## config.mk

```make
export PLATFORM = sky130hd
export DESIGN_NAME = jlu_jump_unit
export DESIGN_NICKNAME = d
export VERILOG_FILES = /design/src/pkg/jlu_pkg.sv /design/src/rtl/jlu_hazard_track.sv /design/src/rtl/jlu_fetch_check.sv /design/src/rtl/jlu_jump_unit.sv
export SDC_FILE = /design/constraint.sdc
export NUM_CORES = 1
export LEC_CHECK = 0
export CORE_AREA = 2 2 156 234
export DETAILED_ROUTE_END_ITERATION = 8
export DIE_AREA = 0 0 158 236
export DONT_BUFFER_PORTS = 1
export PLACE_DENSITY = 0.55
export SLEW_MARGIN = 0
export SYNTH_ARGS = -nofsm -noshare
export SYNTH_HDL_FRONTEND = slang
export SYNTH_SLANG_ARGS = --single-unit
```

## constraint.sdc

```tcl
create_clock -name aclk -period 4.92 [get_ports aclk]
set_input_delay 0.246 -clock aclk [delete_from_list [all_inputs] [get_ports aclk]]
set_output_delay 0.246 -clock aclk [all_outputs]
set_load 0.02 [all_outputs]
```

## src/pkg/jlu_pkg.sv

```systemverilog
/*
 * Shared constants and types of the register jump and link unit:
 * register map, field positions, link arithmetic and the state codes.
 * Assumes a 64-bit core with 32-bit instruction words.
 */
package jlu_pkg;

    localparam int          JLU_XLEN      = 64;
    // Register byte offsets
    localparam logic [7:0]  CTRL_OFF      = 8'h00;
    localparam logic [7:0]  STATUS_OFF    = 8'h04;
    localparam logic [7:0]  TARGET_OFF    = 8'h08;
    localparam logic [7:0]  COUNT_OFF     = 8'h0c;
    // Control fields and reset value
    localparam int          CTRL_CMP_BIT  = 0;
    localparam int          CTRL_R2_BIT   = 1;
    localparam logic [1:0]  CTRL_RST      = 2'h3;
    // Instruction fields
    localparam int          OPC_HI        = 31;
    localparam int          OPC_LO        = 26;
    localparam int          RD_HI         = 15;
    localparam int          RD_LO         = 11;
    localparam int          FN_HI         = 5;
    localparam int          HINT_HB_BIT   = 10;
    localparam int          INDEX_HI      = 25;
    localparam int          REGION_LO     = 28;
    // Link arithmetic
    localparam logic [63:0] LINK_STEP     = 64'h8;
    localparam logic [63:0] SLOT_STEP     = 64'h4;
    localparam logic [4:0]  LINK_REG_RA   = 5'h1f;
    // Bus answers
    localparam logic [1:0]  RESP_OKAY     = 2'h0;
    localparam logic [1:0]  RESP_DECERR   = 2'h3;

    typedef enum logic [1:0] {
        JLU_IDLE  = 2'b00,
        JLU_SLOT  = 2'b01,
        JLU_REDIR = 2'b10
    } jlu_state_t;

    typedef struct packed {
        logic [63:0] pc;
        logic [31:0] instr;
        logic [63:0] rs_val;
    } jlu_req_t;

    typedef struct packed {
        logic        we;
        logic [4:0]  idx;
        logic [63:0] data;
    } jlu_link_t;

endpackage

```

## src/rtl/jlu_hazard_track.sv

```systemverilog
/*
 * Hazard bookkeeping for the barrier jump: splits pending hazards into
 * those raised before the jump and those raised in its delay slot.
 * Assumes set, snap and clear are one-cycle pulses from the jump unit.
 */
`timescale 1ns/100ps
`default_nettype none
module jlu_hazard_track (
    input  wire logic aclk,
    input  wire logic aresetn,
    input  wire logic haz_set,
    input  wire logic snap,
    input  wire logic clear,
    output var  logic pending
);
    logic old_r;
    logic slot_r;
    logic in_slot_r;

    always_ff @(posedge aclk) begin
        if (!aresetn) begin
            old_r     <= 1'b0;
            slot_r    <= 1'b0;
            in_slot_r <= 1'b0;
        end else if (clear) begin
            // Only earlier hazards go; slot hazards stay, set wins
            old_r     <= slot_r | haz_set;
            slot_r    <= 1'b0;
            in_slot_r <= 1'b0;
        end else if (snap) begin
            in_slot_r <= 1'b1;
            old_r     <= old_r | haz_set;
        end else if (haz_set) begin
            if (in_slot_r) begin
                slot_r <= 1'b1;
            end else begin
                old_r <= 1'b1;
            end
        end
    end

    always_comb pending = old_r | slot_r;
endmodule // jlu_hazard_track
`default_nettype wire

```

## src/rtl/jlu_fetch_check.sv

```systemverilog
/*
 * Raises the address error when a misaligned jump target is fetched.
 * Assumes fetch_valid marks each instruction fetch of the core.
 */
`timescale 1ns/100ps
`default_nettype none
module jlu_fetch_check (
    input  wire logic aclk,
    input  wire logic aresetn,
    input  wire logic arm,
    input  wire logic err_in,
    input  wire logic fetch_valid,
    output var  logic addr_err
);
    logic armed_r;
    logic err_r;

    always_ff @(posedge aclk) begin
        if (!aresetn) begin
            armed_r <= 1'b0;
            err_r   <= 1'b0;
        end else if (arm) begin
            armed_r <= 1'b1;
            err_r   <= err_in;
        end else if (fetch_valid) begin
            armed_r <= 1'b0;
        end
    end

    // Fault is reported on the fetch, not on the jump
    always_ff @(posedge aclk) begin
        if (!aresetn) begin
            addr_err <= 1'b0;
        end else begin
            addr_err <= fetch_valid & armed_r & err_r;
        end
    end
endmodule // jlu_fetch_check
`default_nettype wire

```

## src/rtl/jlu_jump_unit.sv

```systemverilog
/*
 * Register jump and link unit with its AXI4-Lite control registers.
 * Handles the link-register jump, its barrier form and the exchange
 * jump. Assumes the core holds the request until issue_ready, reports
 * slot_done when the delay slot completes, and pulses cp0_hazard_set.
 */
`timescale 1ns/100ps
`default_nettype none
module jlu_jump_unit
    import jlu_pkg::*;
#(
    parameter int         AW             = 8,
    parameter bit         HAS_COMPRESSED = 1'b1,
    parameter logic [5:0] OPC_SPECIAL    = 6'h00,
    parameter logic [5:0] OPC_EXCH       = 6'h1d,
    parameter logic [5:0] FN_JLR         = 6'h09
) (
    input  wire logic          aclk,
    input  wire logic          aresetn,
    input  wire logic [AW-1:0] s_axi_awaddr,
    input  wire logic          s_axi_awvalid,
    output var  logic          s_axi_awready,
    input  wire logic [31:0]   s_axi_wdata,
    input  wire logic [3:0]    s_axi_wstrb,
    input  wire logic          s_axi_wvalid,
    output var  logic          s_axi_wready,
    output var  logic [1:0]    s_axi_bresp,
    output var  logic          s_axi_bvalid,
    input  wire logic          s_axi_bready,
    input  wire logic [AW-1:0] s_axi_araddr,
    input  wire logic          s_axi_arvalid,
    output var  logic          s_axi_arready,
    output var  logic [31:0]   s_axi_rdata,
    output var  logic [1:0]    s_axi_rresp,
    output var  logic          s_axi_rvalid,
    input  wire logic          s_axi_rready,
    input  wire logic          issue_valid,
    output var  logic          issue_ready,
    input  wire jlu_req_t      issue_req,
    input  wire logic          slot_done,
    input  wire logic          cp0_hazard_set,
    input  wire logic          fetch_valid,
    output var  jlu_link_t     link_wr,
    output var  logic          redirect_valid,
    output var  logic [63:0]   redirect_pc,
    output var  logic          instr_set_select_bit,
    output var  logic          hazard_flush,
    output var  logic          hazard_pending,
    output var  logic          resv_instr_exc,
    output var  logic          addr_err_exc
);
    if (AW < 4) begin : g_bad_aw
        $error("AW too narrow for the register map");
    end

    jlu_state_t  state_r;
    logic [1:0]  ctrl_r;
    logic [31:0] jump_cnt_r;
    logic [63:0] tgt_r;
    logic        mode_pend_r;
    logic        err_pend_r;
    logic        barrier_r;
    logic        exch_r;

    // Decode of the offered request
    logic [5:0]  opc;
    logic        is_jlr;
    logic        is_exch;
    logic        cmp_on;
    logic        take;
    logic        jump_go;
    logic        barrier_dec;
    logic [63:0] slot_pc;
    logic [63:0] link_sum;
    logic [63:0] tgt_nxt;
    logic        mode_nxt;
    logic        err_nxt;

    always_comb begin
        opc      = issue_req.instr[OPC_HI:OPC_LO];
        is_jlr   = (opc == OPC_SPECIAL)
                   && (issue_req.instr[FN_HI:0] == FN_JLR);
        is_exch  = (opc == OPC_EXCH);
        cmp_on   = HAS_COMPRESSED && ctrl_r[CTRL_CMP_BIT];
        take     = issue_valid && issue_ready;
        jump_go  = take && (is_jlr || (is_exch && cmp_on));
        slot_pc  = issue_req.pc + SLOT_STEP;
        link_sum = issue_req.pc + LINK_STEP;
    end

    // No privilege input: the barrier is honoured in any mode. In
    // release one mode the hint is ignored and default handling holds.
    always_comb begin
        barrier_dec = is_jlr && ctrl_r[CTRL_R2_BIT]
                      && issue_req.instr[HINT_HB_BIT];
    end

    always_comb begin
        if (is_exch) begin
            tgt_nxt  = {slot_pc[63:REGION_LO],
                        issue_req.instr[INDEX_HI:0], 2'b00};
            mode_nxt = ~instr_set_select_bit;
            err_nxt  = 1'b0;
        end else begin
            tgt_nxt  = {issue_req.rs_val[63:1], 1'b0};
            mode_nxt = cmp_on ? issue_req.rs_val[0]
                              : instr_set_select_bit;
            // Bit 0 is dropped, so only bit 1 can misalign the target
            err_nxt  = cmp_on ? (!issue_req.rs_val[0]
                                 && issue_req.rs_val[1])
                              : issue_req.rs_val[1];
        end
    end

    always_comb issue_ready = (state_r == JLU_IDLE);

    // Sequencer: jump, delay slot, redirect
    always_ff @(posedge aclk) begin
        if (!aresetn) begin
            state_r <= JLU_IDLE;
        end else begin
            unique case (state_r)
                JLU_IDLE: begin
                    if (jump_go) begin
                        state_r <= JLU_SLOT;
                    end
                end
                JLU_SLOT: begin
                    // The slot is a plain instruction, never a transfer
                    if (slot_done) begin
                        state_r <= JLU_REDIR;
                    end
                end
                JLU_REDIR: begin
                    state_r <= JLU_IDLE;
                end
                default: begin
                    state_r <= JLU_IDLE;
                end
            endcase
        end
    end

    // Jump capture
    always_ff @(posedge aclk) begin
        if (!aresetn) begin
            tgt_r       <= '0;
            mode_pend_r <= 1'b0;
            err_pend_r  <= 1'b0;
            barrier_r   <= 1'b0;
            exch_r      <= 1'b0;
        end else if (jump_go) begin
            tgt_r       <= tgt_nxt;
            mode_pend_r <= mode_nxt;
            err_pend_r  <= err_nxt;
            barrier_r   <= barrier_dec;
            exch_r      <= is_exch;
        end
    end

    // Link write in the cycle after the jump is taken
    always_ff @(posedge aclk) begin
        if (!aresetn) begin
            link_wr <= '0;
        end else begin
            link_wr.we <= jump_go;
            if (jump_go && is_exch) begin
                link_wr.idx  <= LINK_REG_RA;
                link_wr.data <= {link_sum[63:1],
                                 instr_set_select_bit};
            end else if (jump_go) begin
                link_wr.idx  <= issue_req.instr[RD_HI:RD_LO];
                link_wr.data <= link_sum;
            end
        end
    end

    always_ff @(posedge aclk) begin
        if (!aresetn) begin
            resv_instr_exc <= 1'b0;
        end else begin
            resv_instr_exc <= take && is_exch && !cmp_on;
        end
    end

    // Redirect after the delay slot
    always_ff @(posedge aclk) begin
        if (!aresetn) begin
            redirect_valid       <= 1'b0;
            redirect_pc          <= '0;
            instr_set_select_bit <= 1'b0;
            hazard_flush         <= 1'b0;
        end else begin
            redirect_valid <= (state_r == JLU_SLOT) && slot_done;
            hazard_flush   <= (state_r == JLU_SLOT) && slot_done
                              && barrier_r;
            if ((state_r == JLU_SLOT) && slot_done) begin
                redirect_pc          <= tgt_r;
                instr_set_select_bit <= mode_pend_r;
            end
        end
    end

    jlu_hazard_track u_haz (
        .aclk    (aclk),
        .aresetn (aresetn),
        .haz_set (cp0_hazard_set),
        .snap    (jump_go && barrier_dec),
        .clear   (hazard_flush),
        .pending (hazard_pending)
    );

    jlu_fetch_check u_fchk (
        .aclk        (aclk),
        .aresetn     (aresetn),
        .arm         (redirect_valid),
        .err_in      (err_pend_r),
        .fetch_valid (fetch_valid),
        .addr_err    (addr_err_exc)
    );

    always_ff @(posedge aclk) begin
        if (!aresetn) begin
            jump_cnt_r <= '0;
        end else if (jump_go) begin
            jump_cnt_r <= jump_cnt_r + 32'h1;
        end
    end

    // Register decode: {hit, index}
    function automatic logic [2:0] reg_dec(input logic [AW-1:0] a);
        logic [7:0] off;
        off = 8'(a);
        unique case (off)
            CTRL_OFF:   reg_dec = 3'h4;
            STATUS_OFF: reg_dec = 3'h5;
            TARGET_OFF: reg_dec = 3'h6;
            COUNT_OFF:  reg_dec = 3'h7;
            default:    reg_dec = 3'h0;
        endcase
    endfunction

    // AXI4-Lite write path
    logic          aw_full_r;
    logic          w_full_r;
    logic [AW-1:0] awaddr_r;
    logic [31:0]   wdata_r;
    logic [3:0]    wstrb_r;
    logic [2:0]    wsel;
    logic          wr_do;

    always_comb begin
        s_axi_awready = !aw_full_r;
        s_axi_wready  = !w_full_r;
        wsel          = reg_dec(awaddr_r);
        wr_do         = aw_full_r && w_full_r && !s_axi_bvalid;
    end

    always_ff @(posedge aclk) begin
        if (!aresetn) begin
            aw_full_r <= 1'b0;
            w_full_r  <= 1'b0;
            awaddr_r  <= '0;
            wdata_r   <= '0;
            wstrb_r   <= '0;
        end else begin
            if (s_axi_awvalid && s_axi_awready) begin
                aw_full_r <= 1'b1;
                awaddr_r  <= s_axi_awaddr;
            end else if (wr_do) begin
                aw_full_r <= 1'b0;
            end
            if (s_axi_wvalid && s_axi_wready) begin
                w_full_r <= 1'b1;
                wdata_r  <= s_axi_wdata;
                wstrb_r  <= s_axi_wstrb;
            end else if (wr_do) begin
                w_full_r <= 1'b0;
            end
        end
    end

    always_ff @(posedge aclk) begin
        if (!aresetn) begin
            s_axi_bvalid <= 1'b0;
            s_axi_bresp  <= RESP_OKAY;
        end else if (wr_do) begin
            s_axi_bvalid <= 1'b1;
            s_axi_bresp  <= wsel[2] ? RESP_OKAY : RESP_DECERR;
        end else if (s_axi_bready) begin
            s_axi_bvalid <= 1'b0;
        end
    end

    always_ff @(posedge aclk) begin
        if (!aresetn) begin
            ctrl_r <= CTRL_RST;
        end else if (wr_do && (wsel == 3'h4) && wstrb_r[0]) begin
            ctrl_r <= wdata_r[1:0];
        end
    end

    // AXI4-Lite read path
    logic [2:0]  rsel;
    logic [31:0] rmux;

    always_comb begin
        s_axi_arready = !s_axi_rvalid;
        rsel          = reg_dec(s_axi_araddr);
        unique case (rsel)
            3'h4:    rmux = {30'h0, ctrl_r};
            3'h5:    rmux = {27'h0, hazard_pending, exch_r,
                             state_r, instr_set_select_bit};
            3'h6:    rmux = tgt_r[31:0];
            3'h7:    rmux = jump_cnt_r;
            default: rmux = 32'h0;
        endcase
    end

    always_ff @(posedge aclk) begin
        if (!aresetn) begin
            s_axi_rvalid <= 1'b0;
            s_axi_rdata  <= 32'h0;
            s_axi_rresp  <= RESP_OKAY;
        end else if (s_axi_arvalid && s_axi_arready) begin
            s_axi_rvalid <= 1'b1;
            s_axi_rdata  <= rmux;
            s_axi_rresp  <= rsel[2] ? RESP_OKAY : RESP_DECERR;
        end else if (s_axi_rready) begin
            s_axi_rvalid <= 1'b0;
        end
    end
endmodule // jlu_jump_unit
`default_nettype wire

```

==> impl.org <==
** Run status
- The run finished with clean final reports.

** Die
- Horiz. Die Dim :: roughly 160 um
- In this run the standard cell core region covers roughly 36000 um^2.
- The die is approximately 240 um tall.
- The initial utilization of the core area, before any placement, comes to about two fifths.
- Num ports :: ~400
- Rows :: 85
- Die Area :: about 37000 um^2

** Placement
- In this run the tool buffered the top-level ports with 0 buffer cells.
- Half-perimeter wire length after detailed placement :: approximately 34 mm
- GPL Wtd Cong :: around 0.90

** Critical path
- Data arrives at the worst endpoint at slightly above 4 ns.
- Register-to-register setup slack :: between 1 and 1.5 ns
- Depth of the worst register-to-register path :: 6
- The setup path with the least slack is of type reg2reg.
- Crit. Startpoint :: state_r[1]
- Startpoint kind of the worst setup timing path :: flop
- In this run the critical register-to-register path is captured at link_wr[36].
- Reg2Reg Launch Point :: state_r[1]
- In this run the worst path has a maximum fanout of 55.
- STA classifies the critical path endpoint as a flop.
- At the worst endpoint, the required time is approximately 5.4 ns.

** Detailed routing
- Initial detailed-routing violation count :: about 830
- Antenna viol nets, final :: 0
- Across all layers, the routed design uses about 14000 vias.
- The routed design has a little over 50 mm of wire.
- Average vias per placed instance :: 5.927
- DR pass1 iterations :: 5
- DR DRC count :: 0
- In the final routed layout, each cell accounts on average for 22.42 um.

** STA
- Number of hold violations in the final report :: 0
- Normalized max-slew margin :: 26.05%
- Worst Hold Slack :: 0.01587 ns
- Total negative slack :: 0 ns
- Based on the critical path, the design can be clocked at up to 0.2753 GHz.
- Final clock skew :: between 0.015 and 0.02 ns
- Clock period minus worst slack :: about 3.6 ns
- RSZ-0062 raised after global routing :: false
- Number of pins exceeding their max-slew limit in the final report :: 0
- Share of the clock period used by the worst path :: 73.82%
- Setup violations remaining at the end of the flow were counted as 0.
- For the pin with the worst max-slew slack, the measured transition is 1.109 ns.

** Worst hold path
- Worst hold start :: issue_req[0]
- The worst hold path passes through 3 cells.
- Path category of the worst min-delay check :: in2reg
- The path with the worst hold slack has its endpoint at err_pend_r.

** Logic synthesis
- Nets in the synthesized netlist :: around 1900
- The number of different library cells used by synthesis comes to 71.
- Average cell area after synthesis :: 8.219 um^2
- Counting flops with a built-in enable in the synthesized netlist gives 0.
- For this run, the number of Yosys warnings is 0.
- Gate count after technology mapping :: ~1700
- Cell types with the largest area share after synthesis :: dfxtp_1, nand2_1, a21oi_1
- Share of synthesized registers carrying an async set or reset :: 0%
- Synthesis inferred 295 register bits.
- Sequential elements use between 40% and 50% of the synthesized area.
- The top cell type by area accounts for between 40% and 50% of the synthesized area.
- The biggest area contributor in the post-synthesis netlist is dfxtp_1.
- The mapped netlist covers 13880 um^2.
- The most used flip-flop cell after synthesis is dfxtp_1.

** Global routing
- The via count of the first global-routing pass came to about 13000.
- Met1 Use GR :: between 20% and 30%
- The initial antenna violation count came to 4.
- Wire length of the first global-routing pass :: approximately 78 mm
- Met3 layer usage reported by global route :: 4.869%
- Overall fraction of global-route tracks in use :: a little over a quarter
- Global routing used 48.52% of the available met2 tracks.
- The total overflow left after global routing is 0.
- The global routing stage identified its most utilized layer as met2.
- Pin count of the biggest net entering global routing :: 140

** CTS
- TritonCTS Buffers :: 31
- Clock-pin slew was measured on the worst setup and hold paths at approximately 0.060 ns.
- CTS tree :: built
- CTS HTree Levels :: 1
- Root buf cell :: clkbuf_16
- Worst-Skew Late Latency :: ~0.57 ns
- The clock drives between 200 and 300 sinks.
- The clock passes through at most 3 buffers.
- The number of gates resized after CTS was 0.

** Power and ir drop
- Leakage power figure :: 0.005767 uW
- Net switching fraction of the power :: a little over a fifth
- Internal power contribution :: between 4000 and 5000 uW
- Clock network fraction of design power :: around 50%
- The share of total power dissipated in combinational logic is 5.5%.
- P_sw :: roughly 1200 uW
- IR analysis of the VDD net gives a maximum drop of around 0.00025 V.
- Sequential share of power :: 44.2%
- Sum of internal, switching and leakage power :: roughly 5500 uW
- Power density over cell area :: around 320 nW/um^2

** Cells and area
- Compared with the post-synthesis result, the final layout area differs by 23.37%.
- Post-layout nets :: 2008
- The filler cells instantiated in the layout total roughly 3400.
- Post-layout utilization of the core :: 48.21%
- Of the cells placed in the final design, the portion with a size suffix greater than 1 is under 10%.

** Run
- Total of max-cap violations :: 0
==> cell usage in the layout, fill, tap and decap left out, types with 17 or more instances in the layout <==
| master | instances |
|---|---|
| and3_1 | 45 |
| buf_4 | 19 |
| inv_1 | 24 |
| xor2_1 | 25 |
| o31ai_1 | 25 |
| a22oi_1 | 31 |
| a311oi_1 | 34 |
| dfxtp_1 | 295 |
| dlygate4sd3_1 | 181 |
| a2bb2oi_1 | 28 |
| or4_1 | 44 |
| nor2_1 | 133 |
| a211oi_1 | 30 |
| xnor2_1 | 21 |
| nor3_1 | 41 |
| nand2_1 | 243 |
| or3_1 | 23 |
| o21ai_0 | 54 |
| nand3_1 | 55 |
| o211ai_1 | 42 |
| clkbuf_16 | 31 |
| a21oi_1 | 152 |
| and4_1 | 17 |
| nand4_1 | 42 |
==> flip-flops by register name (all words and copies together) (netlist names), 2 cells and up <==
signal	flops
s_axi_rdata	32
wdata_r	2
jump_cnt_r	32
awaddr_r	8
link_wr	70
ctrl_r	2
redirect_pc	63
state_r	2
tgt_r	63
==> power by group through the flow <==
stage          clock network (uW)  registers, uW  logic, uW
6_report                     2750           2430        304
4_1_cts                      2820           2430        301
3_5_place_dp                    0           2480        170
5_1_grt                      2890           2430        326
2_1_floorplan                   0           2470        156
3_3_place_gp                    0           2480        168
==> cells in the mapped netlist, types with 17 or more instances <==
master,number
clkbuf_1,104
nor2_1,133
o31ai_1,25
dfxtp_1,295
nand4_1,42
xor2_1,25
or3_1,23
a211oi_1,30
xnor2_1,21
and4_1,17
a21oi_1,152
inv_1,24
or4_1,44
o211ai_1,42
o21ai_0,54
buf_2,22
nand2_1,245
and3_1,45
a2bb2oi_1,28
nand3_1,55
nor3_1,41
a22oi_1,31
a311oi_1,34
==> worst max-delay path, cell delays in order, from the launching register on <==
cell	delay, ns
dfxtp_1	0.36
nor3b_4	0.51
nand4_1	0.65
nand2_2	1.04
o21ai_0	0.18
a31oi_1	0.19
dlygate4sd3_1	0.57
==> cell type report <==
class	count	area (um^2)	share of cell area, %
diodes	3	7.507	0.04383
clock buffers	40	849.6	4.961
clock inverters	17	344.1	2.009
inverters	25	101.3	0.5918
multi-input cells	1229	7338	42.85
flip-flops and latches	295	5906	34.48
well taps	478	598.1	3.492
repair buffers	201	1982	11.57
==> per-stage QoR <==
stage	instance area [um^2]	std cells	setup WS, ns
floorplan	13880	1689	3.000
detailed placement	14090	2046	1.837
global placement	14090	2046	1.866
finish	17130	2288	1.288
global route	17120	2287	1.075
CTS	17120	2285	1.400
==> how the worst max path moves through the flow <==
stage                  endpoint  slack [ns]  depth (start not counted)
global placement      tgt_r[28]        1.87                          5
floorplan           link_wr[60]        3.00                          7
detailed placement    tgt_r[28]        1.84                          5
global route        link_wr[36]        1.07                          6
CTS                 link_wr[60]        1.40                          6
finish              link_wr[36]        1.29                          6
==> logic make-up after synthesis <==
group / count (synthesis) / synth area share [%]
flip-flops: 295 / 42.54
AO/OA/AOI/OAI: 439 / 20.59
other: 1 / 0.02701
multiplexers: 19 / 1.415
buffers and inverters: 165 / 4.849
AND/OR/NAND/NOR: 722 / 27.49
adder cells (fa/ha/maj): 2 / 0.1802
XOR/XNOR: 46 / 2.902
==> metal layers <==
metal | part of all wire, % | vias up | routed length, um
met3 | 6.5 | 129 | 3340
met2 | 51 | 525 | 26390
li1 | - | 6397 | -
met5 | 0.025 | - | 13
met4 | 4.9 | 2 | 2489
met1 | 37 | 6509 | 19060
==> repair_timing <==
| item | in CTS | in global routing |
|---|---|---|
| hold buffers | 182 | 0 |
| setup endpoints to repair | 0 | 0 |
| setup buffers | 0 | 0 |
| endpoints found under the hold margin | 165 | 0 |
No activity file was read; power rests on OpenSTA's default activity.
